`src/include/tq_cfg.svh`:
```
/*
  Bit positions, addresses, reset values and sizes of the thread-qualified
  event counter. Assumes inclusion by bare name from its users.
*/
// Overview of operation
// - Thread one user/kernel qualifiers count at privilege 1-3 and 0.
// - Thread zero user/kernel qualifiers count at privilege 1-3 and 0.
// - Tag enable set tags micro-ops matching the selected event; clear, none.
// - The four-bit tag value rides on micro-ops tagged by the event.
// - The sixteen-bit event mask picks sub-events within the class.
// - The six-bit event select field picks the counted event class.
// - Counter increments only with its enable bit set; reset clears it.
// - Three-bit selection field picks which event selection register feeds us.
// - Active-thread field: none, exactly one, both, or at least one.
// - Halted or startup-message-waiting threads count as inactive.
// - Compare bit enables threshold filtering; clear passes counts unfiltered.
// - Complement set: count when at most threshold; else when above.
// - Threshold field is the comparison value, used only with compare.
// - Edge plus compare counts only false-to-true comparison transitions.
// - Forced wrap bit signals overflow on every increment.
// - Thread zero routing bit sends monitor interrupt there on overflow.
// - Thread one routing bit sends monitor interrupt there on overflow.
// - Interrupt rises on the next event count after the wrap.
// - Cascade bit holds counting until the partner counter overflows.
// - Sticky wrap flag sets on overflow; software clears it by write.
// - Sampling disabled on management mode, machine check, reset and init.
// - Tagged-execution class counts one when a masked tag bit retires.
`ifndef TQ_CFG_SVH
`define TQ_CFG_SVH

`define TQ_ES_T1U 0
`define TQ_ES_T1K 1
`define TQ_ES_T0U 2
`define TQ_ES_T0K 3
`define TQ_ES_TAGEN 4
`define TQ_ES_TAG_LO 5
`define TQ_ES_TAG_HI 8
`define TQ_ES_MSK_LO 9
`define TQ_ES_MSK_HI 24
`define TQ_ES_SEL_LO 25
`define TQ_ES_SEL_HI 30
`define TQ_ES_RST 32'h0000_0000

`define TQ_CC_EN 12
`define TQ_CC_ESEL_LO 13
`define TQ_CC_ESEL_HI 15
`define TQ_CC_ACT_LO 16
`define TQ_CC_ACT_HI 17
`define TQ_CC_CMP 18
`define TQ_CC_CMPL 19
`define TQ_CC_THR_LO 20
`define TQ_CC_THR_HI 23
`define TQ_CC_EDGE 24
`define TQ_CC_FWRAP 25
`define TQ_CC_IRQ0 26
`define TQ_CC_IRQ1 27
`define TQ_CC_CASC 30
`define TQ_CC_WRAP 31
`define TQ_CC_WMASK 32'h4FFF_F000
`define TQ_CC_RST 32'h0000_0000

`define TQ_SE_PS 24

`define TQ_A_CFG 4'h8
`define TQ_A_CNT 4'h9
`define TQ_A_SEN 4'hA

`define TQ_NUM_ESEL 8
`define TQ_CNT_W 32
`define TQ_CPL_KERN 2'h0
`define TQ_EXEC_CLASS 6'h0C

`endif

```
`src/include/tq_pkg.sv`:
```
/*
  Types of the thread-qualified event counter.
  Assumes nothing of its surroundings.
*/
package tq_pkg;
  typedef enum logic [1:0]
  {
    TQ_ACT_NONE = 2'h0,
    TQ_ACT_ONE = 2'h1,
    TQ_ACT_BOTH = 2'h2,
    TQ_ACT_ANY = 2'h3
  } tq_act_t;

  typedef enum logic [1:0]
  {
    TQ_CAS_WAIT = 2'h0,
    TQ_CAS_RUN = 2'h1
  } tq_cas_t;
endpackage

```
`src/core/tq_qual.sv`:
```
/*
  Privilege and thread qualification of sub-event hits, with count.
  Assumes hits arrive on the core clock for the selected event class.
*/
`timescale 1ns/1ps
`include "tq_cfg.svh"
module tq_qual
  import tq_pkg::*;
(
  input wire logic [31:0] sel_word, // Selected event selection word
  input wire logic [15:0] t0_hits, // Thread zero sub-event hits
  input wire logic [15:0] t1_hits, // Thread one sub-event hits
  input wire logic [1:0] t0_cpl, // Thread zero privilege
  input wire logic [1:0] t1_cpl, // Thread one privilege
  input wire logic [3:0] retire_tags, // Tags on retiring micro-op
  output logic [5:0] raw_cnt, // Qualified hits this cycle
  output logic any_hit // Some qualified hit
);
  // ==========================================================
  // Qualification
  logic t0_ok;
  logic t1_ok;
  logic [15:0] mask;
  logic [15:0] q0;
  logic [15:0] q1;
  logic exec_cls;

  assign mask = sel_word[`TQ_ES_MSK_HI:`TQ_ES_MSK_LO];
  assign t0_ok = (t0_cpl == `TQ_CPL_KERN) ?
    sel_word[`TQ_ES_T0K] : sel_word[`TQ_ES_T0U];
  assign t1_ok = (t1_cpl == `TQ_CPL_KERN) ?
    sel_word[`TQ_ES_T1K] : sel_word[`TQ_ES_T1U];
  assign exec_cls =
    (sel_word[`TQ_ES_SEL_HI:`TQ_ES_SEL_LO] == `TQ_EXEC_CLASS);

  for (genvar g = 0; g < 16; g++)
  begin : g_bit
    assign q0[g] = t0_hits[g] & mask[g] & t0_ok;
    assign q1[g] = t1_hits[g] & mask[g] & t1_ok;
  end

  // ==========================================================
  // Count
  always_comb
  begin
    raw_cnt = 6'h00;
    if (exec_cls)
      raw_cnt = {5'h00, |(retire_tags & mask[3:0])};
    else
      for (int i = 0; i < 16; i++)
        raw_cnt = raw_cnt + {5'h00, q0[i]} + {5'h00, q1[i]};
    any_hit = (raw_cnt != 6'h00);
  end
endmodule

```
`src/core/tq_thresh.sv`:
```
/*
  Threshold compare, complement and rising-edge filter of the count.
  Assumes one incoming count per core clock.
*/
`timescale 1ns/1ps
`include "tq_cfg.svh"
module tq_thresh
  import tq_pkg::*;
(
  input wire logic clk, // Core clock
  input wire logic rst_n, // Async reset, active low
  input wire logic [5:0] raw_cnt, // Incoming count
  input wire logic cmp_en, // Filtering on
  input wire logic cmpl, // At-most compare
  input wire logic [3:0] thr, // Threshold
  input wire logic edge_en, // Rising edge only
  output logic [5:0] filt_cnt // Delivered count
);
  // ==========================================================
  // Compare
  logic hit;
  logic hit_prev_reg;

  assign hit = cmpl ? (raw_cnt <= {2'h0, thr}) :
    (raw_cnt > {2'h0, thr});

  always_ff @(posedge clk or negedge rst_n)
  begin
    if (!rst_n)
      hit_prev_reg <= 1'b0;
    else
      hit_prev_reg <= hit;
  end

  always_comb
  begin
    if (!cmp_en)
      filt_cnt = raw_cnt;
    else if (edge_en)
      filt_cnt = {5'h00, hit & ~hit_prev_reg};
    else
      filt_cnt = {5'h00, hit};
  end

  // ==========================================================
  // Checks
  AST_EDGE_ONCE: assert property (
    @(posedge clk) disable iff (!rst_n)
    cmp_en && edge_en && filt_cnt != 6'h00 ##1 cmp_en && edge_en
    |-> filt_cnt == 6'h00)
    else $error("edge filter counted twice");
  AST_CMP_OFF: assert property (
    @(posedge clk) disable iff (!rst_n)
    !cmp_en |-> filt_cnt == raw_cnt)
    else $error("count filtered with compare off");
  AST_CMP_SINGLE: assert property (
    @(posedge clk) disable iff (!rst_n)
    cmp_en |-> filt_cnt <= 6'h01)
    else $error("compare delivered more than one count");
endmodule

```
`src/core/tq_counter_top.sv`:
```
/*
  Thread-qualified event counter: selection registers, configuration,
  counter, sampling enable and monitor interrupt routing.
  Assumes all inputs come from core logic on SYS_CLK.
*/
`timescale 1ns/1ps
`include "tq_cfg.svh"
module tq_counter_top
  import tq_pkg::*;
(
  input wire logic SYS_CLK, // Core clock
  input wire logic RESETN, // Async reset, active low
  input wire logic [3:0] REG_ADDR, // Register index
  input wire logic REG_WR, // Register write strobe
  input wire logic REG_RD, // Register read strobe
  input wire logic [31:0] REG_WDATA, // Write data
  output logic [31:0] REG_RDATA, // Read data
  input wire logic [1:0] T0_CPL, // Thread zero privilege
  input wire logic [1:0] T1_CPL, // Thread one privilege
  input wire logic T0_HALTED, // Thread zero halted
  input wire logic T1_HALTED, // Thread one halted
  input wire logic T0_STARTUP_WAIT, // Thread zero awaits startup
  input wire logic T1_STARTUP_WAIT, // Thread one awaits startup
  input wire logic [15:0] T0_HITS, // Thread zero sub-events
  input wire logic [15:0] T1_HITS, // Thread one sub-events
  input wire logic [3:0] RETIRE_TAGS, // Retiring micro-op tags
  input wire logic ALT_WRAP, // Partner counter overflow
  input wire logic SMM_ENTRY, // Management mode entry
  input wire logic MCHECK, // Machine check raised
  input wire logic INIT_REQ, // Init request
  output logic [5:0] EVENT_CLASS, // Selected event class
  output logic TAG_VALID, // Tag micro-op now
  output logic [3:0] TAG_VALUE, // Tag to attach
  output logic WRAP_PULSE, // Overflow event
  output logic PERF_IRQ_T0, // Monitor interrupt thread 0
  output logic PERF_IRQ_T1, // Monitor interrupt thread 1
  output logic SAMPLE_EN // Precise sampling enabled
);
  // ==========================================================
  // Declarations
  logic [31:0] esel_reg [0:`TQ_NUM_ESEL-1];
  logic [31:0] cfg_reg;
  logic wrap_flag_reg;
  logic [`TQ_CNT_W-1:0] cnt_reg;
  logic samp_reg;
  logic pend_reg;
  tq_cas_t cas_reg;
  logic [31:0] sel_word;
  logic wr_esel;
  logic wr_cfg;
  logic wr_cnt;
  logic wr_sen;
  logic [5:0] raw_cnt;
  logic [5:0] filt_cnt;
  logic [5:0] inc_cnt;
  logic any_hit;
  logic act0;
  logic act1;
  logic act_ok;
  logic [`TQ_CNT_W:0] sum;
  logic wrap_evt;
  logic inc_nz;

  // ==========================================================
  // Decode
  assign wr_esel = REG_WR && !REG_ADDR[3];
  assign wr_cfg = REG_WR && (REG_ADDR == `TQ_A_CFG);
  assign wr_cnt = REG_WR && (REG_ADDR == `TQ_A_CNT);
  assign wr_sen = REG_WR && (REG_ADDR == `TQ_A_SEN);
  assign sel_word =
    esel_reg[cfg_reg[`TQ_CC_ESEL_HI:`TQ_CC_ESEL_LO]];

  // ==========================================================
  // Event selection registers
  for (genvar g = 0; g < `TQ_NUM_ESEL; g++)
  begin : g_esel
    always_ff @(posedge SYS_CLK or negedge RESETN)
    begin
      if (!RESETN)
        esel_reg[g] <= `TQ_ES_RST;
      else if (wr_esel && REG_ADDR[2:0] == 3'(g))
        esel_reg[g] <= REG_WDATA;
    end
  end

  // ==========================================================
  // Configuration and sticky flag
  always_ff @(posedge SYS_CLK or negedge RESETN)
  begin
    if (!RESETN)
      cfg_reg <= `TQ_CC_RST;
    else if (wr_cfg)
      cfg_reg <= REG_WDATA & `TQ_CC_WMASK;
  end

  always_ff @(posedge SYS_CLK or negedge RESETN)
  begin
    if (!RESETN)
      wrap_flag_reg <= 1'b0;
    else if (wrap_evt)
      wrap_flag_reg <= 1'b1;
    else if (wr_cfg && !REG_WDATA[`TQ_CC_WRAP])
      wrap_flag_reg <= 1'b0;
  end

  // ==========================================================
  // Qualification and filtering
  tq_qual u_qual
  (
    .sel_word(sel_word),
    .t0_hits(T0_HITS),
    .t1_hits(T1_HITS),
    .t0_cpl(T0_CPL),
    .t1_cpl(T1_CPL),
    .retire_tags(RETIRE_TAGS),
    .raw_cnt(raw_cnt),
    .any_hit(any_hit)
  );

  tq_thresh u_thresh
  (
    .clk(SYS_CLK),
    .rst_n(RESETN),
    .raw_cnt(raw_cnt),
    .cmp_en(cfg_reg[`TQ_CC_CMP]),
    .cmpl(cfg_reg[`TQ_CC_CMPL]),
    .thr(cfg_reg[`TQ_CC_THR_HI:`TQ_CC_THR_LO]),
    .edge_en(cfg_reg[`TQ_CC_EDGE]),
    .filt_cnt(filt_cnt)
  );

  assign act0 = !T0_HALTED && !T0_STARTUP_WAIT;
  assign act1 = !T1_HALTED && !T1_STARTUP_WAIT;

  always_comb
  begin
    case (tq_act_t'(cfg_reg[`TQ_CC_ACT_HI:`TQ_CC_ACT_LO]))
      TQ_ACT_NONE: act_ok = !act0 && !act1;
      TQ_ACT_ONE: act_ok = act0 ^ act1;
      TQ_ACT_BOTH: act_ok = act0 && act1;
      default: act_ok = act0 || act1;
    endcase
  end

  assign inc_cnt = (cfg_reg[`TQ_CC_EN] && act_ok &&
    cas_reg == TQ_CAS_RUN) ? filt_cnt : 6'h00;
  assign inc_nz = (inc_cnt != 6'h00);
  assign sum = {1'b0, cnt_reg} + {{(`TQ_CNT_W-5){1'b0}}, inc_cnt};
  assign wrap_evt = inc_nz && !wr_cnt &&
    (sum[`TQ_CNT_W] || cfg_reg[`TQ_CC_FWRAP]);

  // ==========================================================
  // Cascade state
  always_ff @(posedge SYS_CLK or negedge RESETN)
  begin
    if (!RESETN)
      cas_reg <= TQ_CAS_RUN;
    else if (wr_cfg)
      cas_reg <= REG_WDATA[`TQ_CC_CASC] ? TQ_CAS_WAIT : TQ_CAS_RUN;
    else
    begin
      case (cas_reg)
        TQ_CAS_WAIT: if (ALT_WRAP) cas_reg <= TQ_CAS_RUN;
        TQ_CAS_RUN: cas_reg <= TQ_CAS_RUN;
        default: cas_reg <= TQ_CAS_RUN;
      endcase
    end
  end

  // ==========================================================
  // Counter
  always_ff @(posedge SYS_CLK or negedge RESETN)
  begin
    if (!RESETN)
      cnt_reg <= '0;
    else if (wr_cnt)
      cnt_reg <= REG_WDATA[`TQ_CNT_W-1:0];
    else
      cnt_reg <= sum[`TQ_CNT_W-1:0];
  end

  // ==========================================================
  // Interrupt routing
  always_ff @(posedge SYS_CLK or negedge RESETN)
  begin
    if (!RESETN)
      pend_reg <= 1'b0;
    else if (wrap_evt)
      pend_reg <= 1'b1;
    else if (inc_nz)
      pend_reg <= 1'b0;
  end

  always_ff @(posedge SYS_CLK or negedge RESETN)
  begin
    if (!RESETN)
    begin
      PERF_IRQ_T0 <= 1'b0;
      PERF_IRQ_T1 <= 1'b0;
      WRAP_PULSE <= 1'b0;
    end
    else
    begin
      PERF_IRQ_T0 <= pend_reg && inc_nz &&
        cfg_reg[`TQ_CC_IRQ0];
      PERF_IRQ_T1 <= pend_reg && inc_nz &&
        cfg_reg[`TQ_CC_IRQ1];
      WRAP_PULSE <= wrap_evt;
    end
  end

  // ==========================================================
  // Tagging and class output
  always_ff @(posedge SYS_CLK or negedge RESETN)
  begin
    if (!RESETN)
    begin
      TAG_VALID <= 1'b0;
      TAG_VALUE <= 4'h0;
      EVENT_CLASS <= 6'h00;
    end
    else
    begin
      TAG_VALID <= sel_word[`TQ_ES_TAGEN] && any_hit;
      TAG_VALUE <= (sel_word[`TQ_ES_TAGEN] && any_hit) ?
        sel_word[`TQ_ES_TAG_HI:`TQ_ES_TAG_LO] : 4'h0;
      EVENT_CLASS <= sel_word[`TQ_ES_SEL_HI:`TQ_ES_SEL_LO];
    end
  end

  // ==========================================================
  // Sampling enable
  always_ff @(posedge SYS_CLK or negedge RESETN)
  begin
    if (!RESETN)
      samp_reg <= 1'b0;
    else if (SMM_ENTRY || MCHECK || INIT_REQ)
      samp_reg <= 1'b0;
    else if (wr_sen)
      samp_reg <= REG_WDATA[`TQ_SE_PS];
  end

  assign SAMPLE_EN = samp_reg;

  // ==========================================================
  // Read back
  always_ff @(posedge SYS_CLK or negedge RESETN)
  begin
    if (!RESETN)
      REG_RDATA <= 32'h0000_0000;
    else if (REG_RD)
    begin
      REG_RDATA <= 32'h0000_0000;
      if (!REG_ADDR[3])
        REG_RDATA <= esel_reg[REG_ADDR[2:0]];
      else if (REG_ADDR == `TQ_A_CFG)
        REG_RDATA <= {wrap_flag_reg, cfg_reg[30:0]};
      else if (REG_ADDR == `TQ_A_CNT)
        REG_RDATA <= cnt_reg;
      else if (REG_ADDR == `TQ_A_SEN)
        REG_RDATA[`TQ_SE_PS] <= samp_reg;
    end
  end

  // ==========================================================
  // Checks
  AST_EN_GATE: assert property (
    @(posedge SYS_CLK) disable iff (!RESETN)
    !cfg_reg[`TQ_CC_EN] && !wr_cnt |=> $stable(cnt_reg))
    else $error("counter moved while disabled");
  AST_STICKY_SET: assert property (
    @(posedge SYS_CLK) disable iff (!RESETN)
    wrap_evt |=> wrap_flag_reg ##1 (wrap_flag_reg || $past(wr_cfg)))
    else $error("wrap flag not held");
  AST_IRQ_LATE: assert property (
    @(posedge SYS_CLK) disable iff (!RESETN)
    wrap_evt && !pend_reg |=> !PERF_IRQ_T0 && !PERF_IRQ_T1)
    else $error("interrupt in wrap cycle");
  AST_IRQ0_ROUTE: assert property (
    @(posedge SYS_CLK) disable iff (!RESETN)
    PERF_IRQ_T0 |-> $past(cfg_reg[`TQ_CC_IRQ0]) && $past(pend_reg))
    else $error("thread 0 interrupt not routed");
  AST_IRQ1_ROUTE: assert property (
    @(posedge SYS_CLK) disable iff (!RESETN)
    PERF_IRQ_T1 |-> $past(cfg_reg[`TQ_CC_IRQ1]) && $past(pend_reg))
    else $error("thread 1 interrupt not routed");
  AST_FORCE_WRAP: assert property (
    @(posedge SYS_CLK) disable iff (!RESETN)
    inc_nz && cfg_reg[`TQ_CC_FWRAP] && !wr_cnt |=> WRAP_PULSE)
    else $error("forced wrap missing");
  AST_SAMPLE_OFF: assert property (
    @(posedge SYS_CLK) disable iff (!RESETN)
    SMM_ENTRY || MCHECK || INIT_REQ |=> !SAMPLE_EN)
    else $error("sampling left on");
  AST_CASC_HOLD: assert property (
    @(posedge SYS_CLK) disable iff (!RESETN)
    cas_reg == TQ_CAS_WAIT |-> !inc_nz)
    else $error("cascade counted early");
  AST_WRAP_ZERO: assert property (
    @(posedge SYS_CLK) disable iff (!RESETN)
    &cnt_reg && inc_cnt == 6'h01 && !wr_cnt |=> cnt_reg == '0)
    else $error("counter did not wrap to zero");
  AST_ACT_NONE: assert property (
    @(posedge SYS_CLK) disable iff (!RESETN)
    cfg_reg[`TQ_CC_ACT_HI:`TQ_CC_ACT_LO] == 2'h0 && (act0 || act1)
    |-> !inc_nz)
    else $error("counted with a thread active");
  AST_STICKY_WINS: assert property (
    @(posedge SYS_CLK) disable iff (!RESETN)
    wrap_evt && wr_cfg |=> wrap_flag_reg)
    else $error("clearing write beat a wrap");
endmodule

```
`config.mk`:
```
export PLATFORM = sky130hd
export DESIGN_NAME = tq_counter_top
export DESIGN_NICKNAME = d
export VERILOG_FILES = /design/src/include/tq_pkg.sv /design/src/core/tq_qual.sv /design/src/core/tq_thresh.sv /design/src/core/tq_counter_top.sv
export VERILOG_INCLUDE_DIRS = /design/src /design/src/include
export SDC_FILE = /design/constraint.sdc
export NUM_CORES = 1
export LEC_CHECK = 0
export BUFFER_PORTS_ARGS = -buffer_cell sky130_fd_sc_hd__buf_2
export CAP_MARGIN = 20
export CORE_MARGIN = 10
export CORE_UTILIZATION = 45
export DETAILED_ROUTE_END_ITERATION = 6
export HOLD_SLACK_MARGIN = 0.15
export PLACE_DENSITY = 0.67
export RECOVER_POWER = 50
export SYNTH_ARGS = -nofsm -noshare
export SYNTH_HDL_FRONTEND = slang
export SYNTH_HIERARCHICAL = 1
export SYNTH_SLANG_ARGS = --single-unit
```
`constraint.sdc`:
```
create_clock -name SYS_CLK -period 16.52 [get_ports SYS_CLK]
set_input_delay 2.478 -clock SYS_CLK [delete_from_list [all_inputs] [get_ports SYS_CLK]]
set_output_delay 2.478 -clock SYS_CLK [all_outputs]
set_load 0.005 [all_outputs]
```
Word level (Yosys, flattened, before mapping)
Index checks and enable logic that the tools add are counted.

Equal/unequal tests: 15. Reductions and logical operators: 49. Multiplexer cells: 32. Add/subtract/negate cells: 32. Bitwise logic cells: 70. $lt $le $gt $ge: 4.

Operators with widths (number): $bmux 32 s3 (2); $add 6x1->6 (30); $mux 32 (5); $and 1x1->1 (65); $mux 31 (2); $add 32x6->33 (1); $logic_and 1x1->1 (25); $mux 24 (1); $mux 6 (3); $mux 1 (13); $eq 3x3->1 const B (4); $eq 4x4->1 const B (3); $reduce_bool 6->1 (2); $logic_not 1->1 (9); $ge 4x4->1 const B (2); $logic_not 2->1 (4); $not 3->4 (2); $mux 7 (1); $eq 3x2->1 const B (2); $eq 6x4->1 const B (1); $gt 6x4->1 (1); $le 6x4->1 (1); $mux 2 (3); $reduce_bool 2->1 (3); other kinds (13) (17).

Register bits after elaboration: 357. Output and inout port bits: 47.

Logic depth before layout (Yosys ltp)
Depth in word-level cells: 48. Mapped depth: 37.

Modules after synthesis
The synthesis kept the hierarchy.

By module, submodules not included: tq_counter_top (area an instance 18355.1 µm², cells an instance 1314, instances 1); tq_qual (area an instance 1044.8 µm², cells an instance 119, instances 1); tq_thresh (area an instance 241.5 µm², cells an instance 30, instances 1).

Worst setup path before layout
Ideal clock, no wire load.

Kind: input to register. From: in T0_CPL[1]. To: reg cnt_reg[22]. Cell stages on the path: 31. Arrival: 10.040 ns. Path buffers: 2. Setup slack: 6.360 ns. Library setup time: 0.119 ns. Data required time: 16.401 ns. Cell sequence: nor2_1 > mux2_2 > buf_2 > and3_1 > fa_1 > inv_1 > fa_1 > fa_1 > fa_1 > fa_1 > inv_1 > fa_1 > ha_1 > fa_1 > a211oi_1 > o21bai_1 > o211a_1 > or2_4 > a211oi_4 > nand4_1 > nand3_1 > and2_1 > ha_1 > inv_1 > fa_1 > nor2b_1 > o2111ai_1 > clkbuf_1 > a211oi_1 > mux2i_1 > nand2_1.

Cells in the longest elaborated chain, start to end: 43.

RTL lines: start: declaration (RTL line tq_counter_top.sv:18) `input wire logic [1:0] T0_CPL,`; $logic_not 2->1 (no line) *; $mux 1 * (RTL line tq_qual.sv:29) `` assign t0_ok = (t0_cpl == `TQ_CPL_KERN) ? ``; $and 1x1->1 (RTL line tq_qual.sv:38) `assign q0[g] = t0_hits[g] & mask[g] & t0_ok;`; $add 1x1->2 (RTL line tq_qual.sv:51) `raw_cnt = raw_cnt + {5'h00, q0[i]} + {5'h00, q1[i]};`; $add 6x1->6 (28 in series) (RTL line tq_qual.sv:51); $add 6x1->6 * (2 in series) (RTL line tq_qual.sv:51); $mux 6 * (RTL line tq_qual.sv:47) `if (exec_cls)`; named net raw_cnt[4] (RTL line tq_counter_top.sv:53) `logic [5:0] raw_cnt;`; $gt 6x4->1 / $le 6x4->1 (equally long branches) (RTL line tq_thresh.sv:25, tq_thresh.sv:24); $mux 1 * (RTL line tq_thresh.sv:24) `assign hit = cmpl ? (raw_cnt <= {2'h0, thr}) :`; $and 1x1->1 (RTL line tq_thresh.sv:40) `filt_cnt = {5'h00, hit & ~hit_prev_reg};`; $mux 1 * (RTL line tq_thresh.sv:39) `else if (edge_en)`; $mux 6 * (RTL line tq_thresh.sv:37) `if (!cmp_en)`; named net filt_cnt[0] (RTL line tq_counter_top.sv:54) `logic [5:0] filt_cnt;`; $mux 6 * (RTL line tq_counter_top.sv:145) `` assign inc_cnt = (cfg_reg[`TQ_CC_EN] && act_ok && ``; $add 32x6->33 * (RTL line tq_counter_top.sv:148) `` assign sum = {1'b0, cnt_reg} + {{(`TQ_CNT_W-5){1'b0}}, inc_cnt}; ``; $mux 32 * (RTL line tq_counter_top.sv:176) `else if (wr_cnt)`; end signal: assignment (RTL line tq_counter_top.sv:177) `` cnt_reg <= REG_WDATA[`TQ_CNT_W-1:0]; ``; end signal: assignment (RTL line tq_counter_top.sv:179) `` cnt_reg <= sum[`TQ_CNT_W-1:0]; ``; end: declaration (RTL line tq_counter_top.sv:44) `` logic [`TQ_CNT_W-1:0] cnt_reg; ``.

The timed path passes the listed nets; every way through them passes the cells marked *. A chain may end at the register's enable or synchronous reset.

Worst setup path in the final report
From: reg cfg_reg[13]. To: reg cnt_reg[28].

Cells in the longest elaborated chain, start to end: 46.

RTL lines: start: declaration (RTL line tq_counter_top.sv:42) `logic [31:0] cfg_reg;`; start signal: assignment (RTL line tq_counter_top.sv:91) `` cfg_reg <= `TQ_CC_RST; ``; start signal: assignment (RTL line tq_counter_top.sv:93) `` cfg_reg <= REG_WDATA & `TQ_CC_WMASK; ``; $not 3->4 * (RTL line tq_counter_top.sv:71) `` esel_reg[cfg_reg[`TQ_CC_ESEL_HI:`TQ_CC_ESEL_LO]]; ``; $bmux 32 s3 * (RTL line tq_counter_top.sv:71); $mux 31 * (2 in series) (RTL line tq_counter_top.sv:71); named net sel_word[3] (RTL line tq_counter_top.sv:48) `logic [31:0] sel_word;`; $mux 1 * (RTL line tq_qual.sv:29); $and 1x1->1 (RTL line tq_qual.sv:38); $add 1x1->2 (RTL line tq_qual.sv:51); $add 6x1->6 (28 in series) (RTL line tq_qual.sv:51); (+3 left out); named net raw_cnt[4] (RTL line tq_counter_top.sv:53); (+1 left out); $mux 1 * (RTL line tq_thresh.sv:24); $and 1x1->1 (RTL line tq_thresh.sv:40); $mux 1 * (RTL line tq_thresh.sv:39); $mux 6 * (RTL line tq_thresh.sv:37); named net filt_cnt[0] (RTL line tq_counter_top.sv:54); $mux 6 * (RTL line tq_counter_top.sv:145); $add 32x6->33 * (RTL line tq_counter_top.sv:148); $mux 32 * (RTL line tq_counter_top.sv:176).

The timed path passes the listed nets; every way through them passes the cells marked *. The select of a mux whose other input is x is not followed.

==> results.json <==
{
  "diodes": 0,
  "p_switching_w": 0.00139,
  "setup_viol": 0,
  "max-slew-margin-rel": -3.24,
  "holdWs_ns": 0.479,
  "power_density_mw_per_mm2": 172,
  "hold_path_class": "reg2reg",
  "finClkSkew_ns": 0.0211,
  "setup_tns_ns": 0,
  "drc": 0,
  "die_w_um": 229,
  "antenna_found_initial": 2,
  "tightestPinTransition_ns": 6.37,
  "ir_worst_vdd_v": 0.000241,
  "wl_per_cell_um": 25.2,
  "slowest_delay_ns": 1.70,
  "clock_latency_ns": 0.55,
  "r2r.worst_path.cells": 32,
  "dr.first_iter.drc_count": 1142,
  "die_area_mm2": 0.0523,
  "netlist_area_mm2": 0.0196,
  "clk_path_buf_depth": 3,
  "port-buffer-count": 134,
  "htreeDepth": 2,
  "hold_depth": 1,
  "cellLeakagePower_nw": 9.39,
  "core_area_mm2": 0.0431,
  "worstSetupPathType": "reg2reg",
  "status": "finished with violations",
  "final_max_slew_viol_count": 328,
  "synthCells": 1460,
  "synth.avg_cell_area_um2": 13.4,
  "grt_pass1_wl_mm": 84.5,
  "dr.pass1.iters": 5,
  "critPathBufInv": 5,
  "cp_slowest_cell": "dfrtp_1",
  "ant_nets": 0,
  "area_delta_synth_final_pct": 12.1,
  "post_cts_buffers": 0,
  "p_sw_frac": 0.369,
  "wirelength_mm": 54.4,
  "period_share": 0.697,
  "fin_ws_ns": 5.01,
  "place_congestion": 0.892,
  "dp_slack_ns": 5.67,
  "fillers": 3697,
  "cts_tree": "yes",
  "vias": 12859,
  "path_delay_family": "adder cells",
  "crit_top_cell": "fa_1",
  "multi_input_area_mm2": 0.0101,
  "layout-drive-gt1-share": 0.392,
  "largest_reg_flops": 256,
  "syn-num-nets": 1592,
  "crit_fanout": 35,
  "cts_buffers": 40,
  "root_buffer": "clkbuf_16",
  "clock_sinks": 356,
  "grt_max_degree": 168,
  "fp.dieH_um": 229,
  "start_kind": "register",
  "via_per_inst": 5.96,
  "seq_area_mm2": 0.00891,
  "hpwl_mm": 35.7,
  "critical_path_arrival_ns": 11.92,
  "p_int_w": 0.00237,
  "row_count": 76,
  "cts.clk_slew.worst_paths_ns": 0.06,
  "grt_pass1_vias": 13694,
  "drv_cap": 6,
  "initial_core_util": 0.455,
  "clkPwrFrac": 0.233,
  "period_minus_slack_ns": 11.51,
  "post_cts_resized": 0,
  "finalPower_w": 0.00377,
  "violations": "capacitance limit, slew limit",
  "ys_warn_count": 6,
  "pin_count": 135,
  "worstSetupPathDepth": 32,
  "max_freq_ghz": 0.0869,
  "cp-end-kind": "register",
  "cts_hold_repair.buffers": 0,
  "comb_power_share": 0.433,
  "rsz0062_at_grt": "no",
  "crit_required_ns": 16.94,
  "final_core_util": 0.510,
  "grt_util_all_layers": 0.207,
  "final_nets": 1678,
  "finalHoldViolCount": 0,
  "p_seq_frac": 0.334,
  "grt_overflow": 0
}
==> worst reg2reg max path, delay by kind of cell (launching register included) <==
kind	cells	cell delay, ns
simple gates	8	1.42
buf+inv	5	1.26
flops	1	1.70
mux	3	1.33
compound gates	6	1.43
fa+ha+maj	10	4.24
==> metrics by stage <==
stage | std cells | area (um2)
finish | 2157 | 22000
global route | 2157 | 22000
CTS | 2156 | 22000
detailed placement | 2088 | 20800
global placement | 2088 | 20800
floorplan | 1460 | 19600
==> layout make-up <==
cell class                 count  area share
sequential                   356       0.406
timing repair buffer         157      0.0366
multi-input combinational    946       0.458
inverter                      45     0.00769
clock buffer                  61      0.0552
tap                          585      0.0333
clock inverter                 7     0.00308
==> final timing paths <==
path,to,startpoint,slack (ns)
setup / recovery,cnt_reg[28],cfg_reg[13],5.01
hold / removal,REG_RDATA[19],REG_RDATA[19],0.48
setup reg to reg,cnt_reg[28],cfg_reg[13],5.01
hold reg to reg,REG_RDATA[19],REG_RDATA[19],0.48
max in group asynchronous,cfg_reg[14],RESETN,8.53
min in group asynchronous,REG_RDATA[3],RESETN,4.26
==> layout by cell type (no fill, tap or decap), types with 15 or more instances in the layout <==
master and count:
mux2i_1 58, nor2_1 66, o21ai_0 21, a21oi_1 38
mux2_2 302, clkbuf_1 58, o21a_1 18, fa_1 25
o221ai_1 16, nand3_1 37, buf_2 89, mux4_2 126
ha_1 19, nand2_1 56, xnor2_1 15, and3_1 18
buf_4 17, inv_1 44, clkbuf_16 41, dfrtp_1 354
==> routing by layer <==
layer | routed length [um] | track usage
met5 | 27 | 0
met4 | 1090 | 0.0502
met3 | 2860 | 0.0341
met2 | 27100 | 0.350
met1 | 23300 | 0.272
==> power by group through the flow <==
stage	registers [W]	logic [W]	clock network [W]
final	0.00126	0.00163	0.000877
after global placement	0.00126	0.00156	0
after global routing	0.00129	0.00178	0.000927
after CTS	0.00126	0.00161	0.000892
after floorplan	0.00120	0.00118	0
after detailed placement	0.00127	0.00160	0
(Power assumes the default switching activity.)
